$ cat src/include/split_addr_pkg.sv
// Package: constants and carriers for the split-address mux bus port
package split_addr_pkg;
  localparam int unsigned LOW_W          = 16;
  localparam int unsigned HIGH_W_DEF     = 11;
  localparam int unsigned DATA_W         = 16;
  localparam int unsigned CFG_SYNC_BIT   = 15;
  localparam int unsigned CFG_SPLIT_BIT  = 4;
  localparam logic [15:0] CFG_RESET      = 16'h8000;
  localparam logic        SYNC_SEL_VAL   = 1'h0;
  localparam logic        SPLIT_ON_VAL   = 1'h1;
  localparam int unsigned MAX_ADDR_PHASE = 2;
  // Sense time, ns, and cycles at 100 MHz (longest time rounds down)
  localparam int unsigned SENSE_NS       = 96;
  localparam int unsigned CLK_NS         = 10;
  localparam int unsigned SENSE_CYC      = (SENSE_NS / CLK_NS) < 1 ? 1 : SENSE_NS / CLK_NS;
  localparam int unsigned LATENCY_DEF    = 3;

  typedef struct packed {
    logic        cs_n;
    logic        oe_n;
    logic        we_n;
    logic        addr_valid_n;
    logic        clk;
  } bus_ctl_s;

  typedef enum logic [1:0] {
    SENSE_IDLE,
    SENSE_BUSY,
    SENSE_DONE
  } sense_e;
endpackage

$ cat src/hdl/sync2.sv
// Two-flop synchroniser for a bus of levels
`timescale 1ns/100ps
`default_nettype none
module sync2 #(
  parameter int unsigned W = 1
) (
  input  wire logic         mclk_in,  // System clock
  input  wire logic         rst_n_in, // Synchronous reset, active low
  input  wire logic         ce_in,    // Clock enable
  input  wire logic [W-1:0] d_in,     // Asynchronous input
  input  wire logic [W-1:0] rst_val_in, // Constant reset value
  output logic      [W-1:0] q_out     // Synchronised output
);
  logic [W-1:0] meta_r;

  always_ff @(posedge mclk_in) begin
    if (!rst_n_in) begin
      meta_r <= rst_val_in;
      q_out  <= rst_val_in;
    end else if (ce_in) begin
      meta_r <= d_in;
      q_out  <= meta_r;
    end
  end
endmodule
`default_nettype wire

$ cat src/hdl/split_address_mux_bus_port.sv
// Split-address multiplexed bus port: address capture, sensing and wait
//
// Overview of operation
// - In asynchronous mode the wait output, when driven, shows valid data once sensing is done.
// - In synchronous mode wait shows valid data only once the latency has run and data is truly valid.
// - Asynchronous: an addr_valid_n rise with OE low latches the upper half in split mode only, with OE high the lower half.
// - Asynchronous reads start sensing when the lower half is latched.
// - Without an upper phase the retained upper address combines with the new lower address.
// - A synchronous single-phase cycle latches only the lower half and reuses the upper half.
// - Synchronous cycles latch on a rising link clock while addr_valid_n is low; sensing starts at the lower half.
// - addr_valid_n may stay low across both synchronous phases, captured on two consecutive clocks.
// - Split mode is enabled by config bit 4; reset gives plain mux mode; entry clears the upper address.
// - In split mode wait is driven exactly when the data lines are driven.
`timescale 1ns/100ps
`default_nettype none
module split_address_mux_bus_port
  import split_addr_pkg::*;
#(
  parameter int unsigned HIGH_W  = HIGH_W_DEF,
  parameter int unsigned LATENCY = LATENCY_DEF
) (
  input  wire logic                mclk_in,        // System clock, 100 MHz
  input  wire logic                rst_n_in,       // Synchronous reset, active low
  input  wire logic                ce_in,          // Clock enable, freezes state when low
  input  wire logic [15:0]         read_config_reg_in, // Read configuration register value
  input  wire bus_ctl_s            bus_ctl_in,     // Host control pins and link clock
  input  wire logic [LOW_W-1:0]    ad_in,          // Shared address/data bus, input side
  output logic      [DATA_W-1:0]   ad_out,         // Shared bus, output side
  output logic                     ad_oe_out,      // High while device drives the bus
  output logic                     wait_out,       // Wait pin, high means data valid
  output logic                     wait_oe_out,    // High while wait is driven
  input  wire logic [DATA_W-1:0]   array_data_in,  // Word from the array
  output logic [HIGH_W+LOW_W-1:0]  sense_addr_out, // Full word address to sense
  output logic                     sense_start_out, // One-cycle sense start pulse
  output logic                     write_addr_vld_out, // Latched address valid for a write
  output logic                     split_mode_out  // Split-address mode active
);
  localparam int unsigned CTL_W = $bits(bus_ctl_s);

  bus_ctl_s               ctl_s;
  logic [LOW_W-1:0]       ad_s;
  logic                   clk_d_r;
  logic                   adv_d_r;
  logic [HIGH_W-1:0]      upper_r;
  logic [LOW_W-1:0]       lower_r;
  logic                   split_r;
  logic [1:0]             phase_cnt_r;
  logic                   lower_hit;
  logic                   upper_hit;
  logic                   async_mode;
  logic                   clk_rise;
  logic                   adv_rise;
  logic                   cap_ok;
  sense_e                 sense_r;
  logic [7:0]             sense_cnt_r;
  logic [7:0]             lat_cnt_r;
  logic                   data_valid;
  logic                   split_req;
  logic                   drive_en;

  sync2 #(.W(CTL_W)) u_sync_ctl (
    .mclk_in    (mclk_in),
    .rst_n_in   (rst_n_in),
    .ce_in      (ce_in),
    .d_in       (bus_ctl_in),
    .rst_val_in (CTL_W'(5'h1e)),
    .q_out      (ctl_s)
  );

  sync2 #(.W(LOW_W)) u_sync_ad (
    .mclk_in    (mclk_in),
    .rst_n_in   (rst_n_in),
    .ce_in      (ce_in),
    .d_in       (ad_in),
    .rst_val_in ({LOW_W{1'b0}}),
    .q_out      (ad_s)
  );

  assign async_mode = read_config_reg_in[CFG_SYNC_BIT] != SYNC_SEL_VAL;
  assign clk_rise   = ctl_s.clk && !clk_d_r;
  assign adv_rise   = ctl_s.addr_valid_n && !adv_d_r;
  assign cap_ok     = !ctl_s.cs_n && phase_cnt_r < 2'(MAX_ADDR_PHASE);
  assign split_req  = read_config_reg_in[CFG_SPLIT_BIT] == SPLIT_ON_VAL;
  assign drive_en   = !ctl_s.cs_n && !ctl_s.oe_n && ctl_s.we_n && phase_cnt_r != 2'h0;

  // Capture moment: addr_valid_n rise (async) or clock rise with addr_valid_n low (sync)
  always_comb begin
    logic strobe;
    strobe = 1'b0;
    if (async_mode)
      strobe = adv_rise;
    else
      strobe = clk_rise && !ctl_s.addr_valid_n;
    upper_hit = strobe && cap_ok && split_r && !ctl_s.oe_n;
    lower_hit = strobe && cap_ok && ctl_s.oe_n;
  end

  always_ff @(posedge mclk_in) begin
    if (!rst_n_in) begin
      clk_d_r <= 1'b0;
      adv_d_r <= 1'b1;
    end else if (ce_in) begin
      clk_d_r <= ctl_s.clk;
      adv_d_r <= ctl_s.addr_valid_n;
    end
  end

  always_ff @(posedge mclk_in) begin
    if (!rst_n_in) begin
      split_r <= 1'b0;
    end else if (ce_in) begin
      split_r <= split_req;
    end
  end

  // Phases counted per bus cycle; chip deselect ends the cycle
  always_ff @(posedge mclk_in) begin
    if (!rst_n_in) begin
      phase_cnt_r <= 2'h0;
    end else if (ce_in) begin
      if (ctl_s.cs_n)
        phase_cnt_r <= 2'h0;
      else if (upper_hit || lower_hit)
        phase_cnt_r <= phase_cnt_r + 2'h1;
    end
  end

  // upper field above the word address
  always_ff @(posedge mclk_in) begin
    if (!rst_n_in) begin
      upper_r <= {HIGH_W{1'b0}};
    end else if (ce_in) begin
      if (!split_r && split_req)
        upper_r <= {HIGH_W{1'b0}};
      // upper then lower on consecutive clocks
      else if (upper_hit)
        upper_r <= ad_s[HIGH_W-1:0];
    end
  end

  always_ff @(posedge mclk_in) begin
    if (!rst_n_in) begin
      lower_r <= {LOW_W{1'b0}};
    end else if (ce_in && lower_hit) begin
      lower_r <= ad_s;
    end
  end

  assign sense_addr_out = {upper_r, lower_r};
  assign split_mode_out = split_r;

  always_ff @(posedge mclk_in) begin
    if (!rst_n_in) begin
      sense_start_out    <= 1'b0;
      write_addr_vld_out <= 1'b0;
    end else if (ce_in) begin
      sense_start_out    <= lower_hit && ctl_s.we_n;
      write_addr_vld_out <= lower_hit && !ctl_s.we_n;
    end
  end

  // Sense timer; a new lower latch for a read restarts it
  always_ff @(posedge mclk_in) begin
    if (!rst_n_in) begin
      sense_r     <= SENSE_IDLE;
      sense_cnt_r <= 8'h0;
    end else if (ce_in) begin
      unique case (sense_r)
        SENSE_IDLE: begin
          if (sense_start_out) begin
            sense_r     <= SENSE_BUSY;
            sense_cnt_r <= 8'(SENSE_CYC);
          end
        end
        SENSE_BUSY: begin
          if (sense_start_out)
            sense_cnt_r <= 8'(SENSE_CYC);
          else if (sense_cnt_r <= 8'h1)
            sense_r <= SENSE_DONE;
          else
            sense_cnt_r <= sense_cnt_r - 8'h1;
        end
        SENSE_DONE: begin
          if (sense_start_out) begin
            sense_r     <= SENSE_BUSY;
            sense_cnt_r <= 8'(SENSE_CYC);
          end else if (ctl_s.cs_n) begin
            sense_r <= SENSE_IDLE;
          end
        end
      endcase
    end
  end

  // Latency count in link clocks after the lower latch
  always_ff @(posedge mclk_in) begin
    if (!rst_n_in) begin
      lat_cnt_r <= 8'h0;
    end else if (ce_in) begin
      if (lower_hit || ctl_s.cs_n)
        lat_cnt_r <= 8'h0;
      else if (clk_rise && lat_cnt_r < 8'(LATENCY))
        lat_cnt_r <= lat_cnt_r + 8'h1;
    end
  end

  always_comb begin
    if (async_mode)
      data_valid = sense_r == SENSE_DONE;
    else
      data_valid = sense_r == SENSE_DONE && lat_cnt_r >= 8'(LATENCY);
  end

  always_ff @(posedge mclk_in) begin
    if (!rst_n_in) begin
      ad_out      <= {DATA_W{1'b0}};
      ad_oe_out   <= 1'b0;
      wait_out    <= 1'b0;
      wait_oe_out <= 1'b0;
    end else if (ce_in) begin
      ad_oe_out   <= drive_en;
      wait_oe_out <= drive_en;
      wait_out    <= data_valid;
      ad_out      <= data_valid ? array_data_in : ad_out;
    end
  end
endmodule
`default_nettype wire

$ cat config.mk
export PLATFORM = sky130hd
export DESIGN_NAME = split_address_mux_bus_port
export DESIGN_NICKNAME = d
export VERILOG_FILES = /design/src/include/split_addr_pkg.sv /design/src/hdl/sync2.sv /design/src/hdl/split_address_mux_bus_port.sv
export SDC_FILE = /design/constraint.sdc
export NUM_CORES = 1
export LEC_CHECK = 0
export BUFFER_PORTS_ARGS = -buffer_cell sky130_fd_sc_hd__buf_2
export CAP_MARGIN = 40
export CORE_UTILIZATION = 57
export CTS_CLUSTER_DIAMETER = 60
export DETAILED_ROUTE_END_ITERATION = 10
export PLACE_DENSITY = 0.92
export SYNTH_ARGS = -nofsm -noshare
export SYNTH_HDL_FRONTEND = slang
export SYNTH_SLANG_ARGS = --single-unit
$ cat constraint.sdc
create_clock -name mclk_in -period 3.43 [get_ports mclk_in]
set_clock_uncertainty 0.15 [all_clocks]
set_input_delay 0.686 -clock mclk_in [delete_from_list [all_inputs] [get_ports mclk_in]]
set_output_delay 0.686 -clock mclk_in [all_outputs]
set_load 0.01 [all_outputs]
[Yosys cells after proc, flatten, opt, wreduce, memory -nomap -nowiden]
Index checks and enable logic that the tools add are counted.
Storage, ports and cells
  bits in registers: 112
  output and inout bits: 49
  logic and storage cells: 89
  bits of input ports: 56
Operators by class
  multiplexer cells: 18
  reduce and logical (&&, ||, !) cells: 38
  $add $sub $neg: 3
  eq/ne operators: 8
  order comparisons: 4
Operators by type and width (number)
  $mux W8: 5
  $mux W11: 2
  $logic_and A1 B1 Y1: 17
  $pmux W8 S2: 1
  $mux W2: 7
  $add A8 B1 Y8 const B: 1
  $ge A8 B2 Y1 const B: 1
  $le A8 B1 Y1 const B: 1
  $lt A8 B2 Y1 const B: 1
  $reduce_and A2 Y1: 4
  $reduce_bool A2 Y1: 4
  $sub A8 B1 Y8 const B: 1
  $logic_not A1 Y1: 7
  $ne A2 B2 Y1 const B: 3
  $pmux W2 S3: 1
  $reduce_and A5 Y1: 1
  $ne A3 B2 Y1 const B: 1
  $ne A3 B3 Y1 const B: 1
  $reduce_and A3 Y1: 1
  $add A2 B1 Y2 const B: 1
  $eq A2 B1 Y1 const B: 1
  $eq A2 B2 Y1 const B: 1
  $logic_not A2 Y1: 1
  $logic_or A1 B1 Y1: 2
  other kinds (4): 5

[Longest topological paths before layout]
  depth in word-level cells: 10
  depth in mapped cells: 7
  gate-level depth less buffers: 6

[Cells and area by module]
From an unflattened synthesis, not the netlist that was laid out.
Unflattened totals
  cells, all modules: 406
  area total of the unflattened synthesis: 4902.2 µm²
By module, submodules not included
  split_address_mux_bus_port: seq. area each 1401.3 µm², area each 2930.3 µm², instances 1, cells an instance 315
  sync2 (u_sync_ad): seq. area each 960.9 µm², area each 1507.7 µm², instances 1, cells an instance 69
  sync2 (u_sync_ctl): seq. area each 300.3 µm², area each 464.2 µm², instances 1, cells an instance 22

[Worst setup path before layout]
Ideal clock, no wire load.
  path kind: input to register
  start: input port read_config_reg_in[15]
  end: register lat_cnt_r[0]
  setup slack: 1.038 ns
  arrival time: 2.125 ns
  buffers on the path: 1
  stages: 5
  required time: 3.163 ns
  library setup time: 0.117 ns
  path through: or4b_4 > a2111o_1 > buf_6 > and2_4 > a32o_1
Between the ends
  word-level cells in the longest chain between the ends: 6
  elaborated cells on any way between the ends: 7
  those cells by class: mux (2); reduce/logical (5)
Ends and longest elaborated chain
  start: declaration: line split_address_mux_bus_port.sv:25  | input wire logic [15:0] read_config_reg_in,
  $mux W1 (*): line split_address_mux_bus_port.sv:90  | if (async_mode)
  $logic_and A1 B1 Y1 (*) (2 in series): line split_address_mux_bus_port.sv:95  | lower_hit = strobe && cap_ok && ctl_s.oe_n;
  $logic_or A1 B1 Y1 (*): line split_address_mux_bus_port.sv:200  | if (lower_hit || ctl_s.cs_n)
  $reduce_bool A2 Y1 (no source line)
  $reduce_and A2 Y1 (no source line)
  end signal: assignment: line split_address_mux_bus_port.sv:203  | lat_cnt_r <= lat_cnt_r + 8'h1;
  end: declaration: line split_address_mux_bus_port.sv:56  | logic [7:0] lat_cnt_r;
Every way passes the cells marked *; elsewhere a longest branch is shown, timed or not.
A chain may end at the register's enable or synchronous reset.

[Final worst setup path]
  start: input port read_config_reg_in[15]
  end: register upper_r[0]
Between the ends
  word-level cells in the longest chain between the ends: 6
Ends and longest elaborated chain
  $mux W1: line split_address_mux_bus_port.sv:90
  $logic_and A1 B1 Y1 (3 in series): line split_address_mux_bus_port.sv:94  | upper_hit = strobe && cap_ok && split_r && !ctl_s.oe_n;
  $reduce_bool A2 Y1 (no source line)
  $reduce_and A2 Y1 (no source line)
  end signal: assignment: line split_address_mux_bus_port.sv:131  | upper_r <= {HIGH_W{1'b0}};
  end signal: assignment: line split_address_mux_bus_port.sv:134  | upper_r <= {HIGH_W{1'b0}};
  end signal: assignment: line split_address_mux_bus_port.sv:137  | upper_r <= ad_s[HIGH_W-1:0];
  end: declaration: line split_address_mux_bus_port.sv:44  | logic [HIGH_W-1:0] upper_r;
Every way passes these cells.

==> results.sh <==
export IMPL_firstDrtPassIters=4
export IMPL_synth_warning_count=0
export IMPL_hpwl_um=6190
export IMPL_final_net_count=567
export IMPL_final_max_slew_violation_count=0
export IMPL_cp_data_arrival_time_ps=2480
export IMPL_first_iter_violations=186
export IMPL_dp_slack_ps=686
export IMPL_max_cap_violations=0
export IMPL_grt_first_pass_wirelength_um=14400
export IMPL_worst_path_dominant_cell_family="compound AO/OA/AOI/OAI gates"
export IMPL_worst_ir_drop_vdd_mv=0.306
export IMPL_clock_insertion_delay_worst_skew_ps=370
export IMPL_synth_cell_type_count=48
export IMPL_layout_drive_gt1_share_pct=23.2
export IMPL_yosysSeqAreaShare_pct=51.8
export IMPL_routed_via_density=5.44
export IMPL_syn_std_cell_area_um2=4330
export IMPL_grt_setup_unrepaired="no"
export IMPL_crit_chain="buf_2 > or4b_4 > a2111oi_1 > o22ai_1 > buf_4 > a22o_1"
export IMPL_grt_pass1_vias=3185
export IMPL_vias=3325
export IMPL_dpl_instance_area_um2=4830
export IMPL_starting_density_of_the_core_pct=59.4
export IMPL_die_width_um=89.2
export IMPL_residual_drc=0
export IMPL_fillers=572
export IMPL_gr_total_overflow=0
export IMPL_cp_end_kind="register"
export IMPL_wl_per_cell_um=14.8
export IMPL_clk_root_buffer_cell="clkbuf_8"
export IMPL_final_antenna_net_count=0
export IMPL_post_synth_edffs=0
export IMPL_p_leak_nw=2.38
export IMPL_max_freq_ghz=0.424
export IMPL_power_density_nw_per_um2=461
export IMPL_clock_sinks=112
export IMPL_cts_tree="done"
export IMPL_area_growth_synth_to_final_pct=16.6
export IMPL_cts_hold_repair_buffers=0
export IMPL_antenna_found_initial=0
export IMPL_synth_seq_cells=112
export IMPL_finalPower_mw=2.33
export IMPL_cp_num_buf_inv=2
export IMPL_final_period_minus_worst_setup_slack_ps=2360
export IMPL_post_synth_top_area_fraction_pct=51.8
export IMPL_slew_headroom_pct=49.9
export IMPL_grt_util_all_layers_pct=23.4
export IMPL_timing_worst_slew_pin_value_ps=751
export IMPL_port_buffers=90
export IMPL_report_final_setup_viol=0
export IMPL_antennaDiodeCount=0
export IMPL_synthFlopType="dfxtp_1"
export IMPL_post_cts_resized_instances=0
export IMPL_die_height_um=89.2
export IMPL_worst_path_largest_cell_delay_ps=500
export IMPL_largest_net_degree_at_the_start_of_global_routing=76
export IMPL_crit_path_start_kind="input port"
export IMPL_cp_slowest_cell="or4b_4"
export IMPL_tns_ps=0
export IMPL_finalHoldViolCount=0
export IMPL_synthesis_nets=488
export IMPL_core_area_um2=7290
export IMPL_cts_repair_timing_setup_buffer_count=0
export IMPL_run_status="completed"
export IMPL_syn_area_per_cell_um2=10.1
export IMPL_timing_critical_path_fanout_max=9
export IMPL_globalplace_congestion=0.836
export IMPL_period_share_pct=68.7
export IMPL_library_cell_with_the_largest_summed_area_after_synthesis="dfxtp_1"
export IMPL_cts_inserted_buffers=9
export IMPL_crit_type="input port to register"
export IMPL_wl_um=9040
export IMPL_async_reset_ff_share_pct=0
export IMPL_cts_htree_levels=3
export IMPL_die_area_um2=7950
export IMPL_final_design_area_no_fill_um2=5050
export IMPL_yosys_top_cells_area="dfxtp_1, mux2i_1, nor2_1"
export IMPL_ios=105
export IMPL_clk_pin_slew_worst_setup_hold_paths_ps=110
export IMPL_layout_setup_ws_ps=1070
export IMPL_synth_most_common_cell="dfxtp_1"
export IMPL_placementRows=31
export IMPL_critPathRequiredTime_ps=3550
export IMPL_syn_instance_count=428
export IMPL_yosys_top_cells_count="dfxtp_1, mux2i_1, nor2_1, nand2_1"
export IMPL_cts_root_to_sink_buffers=2
export IMPL_min_delay_path_class="register to register"
export IMPL_utilization_pct=69.2
-- stage by stage --
step | std cells | hold WS [ps]
6_report | 611 | 333
3_3_place_gp | 594 | 297
3_5_place_dp | 595 | 311
4_1_cts | 611 | 336
2_1_floorplan | 428 | 282
5_1_grt | 611 | 356
-- layout make-up --
| type | count | area [um^2] | share of cell area (%) |
|---|---|---|---|
| repair buffers | 96 | 498 | 9.87 |
| multi-input cells | 277 | 1920 | 38.1 |
| flip-flops and latches | 112 | 2240 | 44.4 |
| inverters | 11 | 41.3 | 0.818 |
| clock inverters | 6 | 91.3 | 1.81 |
| well taps | 99 | 124 | 2.45 |
| clock buffers | 10 | 128 | 2.53 |
-- final timing paths --
kind / depth (start not counted) / slack [ps] / start / to
max: 6 / 1070 / read_config_reg_in[15] / upper_r[0]
min: 2 / 330 / u_sync_ctl.meta_r[3] / u_sync_ctl.meta_r[3]
max reg2reg: 5 / 1090 / u_sync_ctl.q_out[1] / upper_r[0]
min reg2reg: 2 / 330 / u_sync_ctl.meta_r[3] / u_sync_ctl.meta_r[3]
-- sequential cells by signal, indices dropped and copies added, names as in the netlist --
| register | count |
|---|---|
| upper_r | 11 |
| write_addr_vld_out | 1 |
| phase_cnt_r | 2 |
| u_sync_ad.meta_r | 16 |
| u_sync_ctl.meta_r | 5 |
| wait_oe_out | 1 |
| lower_r | 16 |
| split_mode_out | 1 |
| ad_out | 16 |
| clk_d_r | 1 |
| wait_out | 1 |
| lat_cnt_r | 8 |
| adv_d_r | 1 |
| u_sync_ad.q_out | 16 |
| sense_start_out | 1 |
| sense_cnt_r | 8 |
| sense_r | 2 |
| u_sync_ctl.q_out | 5 |
-- cells by family (layout without fill, tap and decap cells) --
logic type      count (synthesis)  in the layout  share of synthesized area, %
compound gates                 54             54                          9.97
fa+ha+maj                       4              4                          1.16
buf+inv                        39            123                          3.93
simple gates                  139            139                          14.7
mux                            80             80                          18.5
flops                         112            112                          51.8
-- worst register-to-register path, cell delays in order, from the launching register on --
cell,delay [ps]
dfxtp_1,360
or4b_4,570
a2111oi_1,460
o22ai_1,240
buf_4,230
a22o_1,240
-- power by group --
group / switching, mW / internal [mW]
Clock: 0.438 / 0.416
Sequential: 0.0173 / 1.32
Combinational: 0.0736 / 0.0567
-- per-layer routing --
metal	vias up	track usage [%]	part of all wire [%]
li1	1641	-	-
met5	-	0	0
met4	0	10.1	1.4
met3	13	6.19	4.9
met2	74	39.6	50
met1	1597	28.2	43
-- cell usage in the layout, fill, tap and decap left out, types with 3 or more instances in the layout --
master / instances
and2_1: 4
mux2i_1: 80
and3_1: 4
clkbuf_8: 9
nor3_1: 4
a41oi_1: 3
nor2_1: 80
dfxtp_1: 112
inv_1: 10
a21oi_1: 10
ha_1: 4
nor4_1: 3
buf_2: 89
o21ai_0: 4
buf_4: 7
a22o_1: 11
nand2b_1: 6
nand2_1: 24
Note: power is estimated with default switching activity, not from simulation.
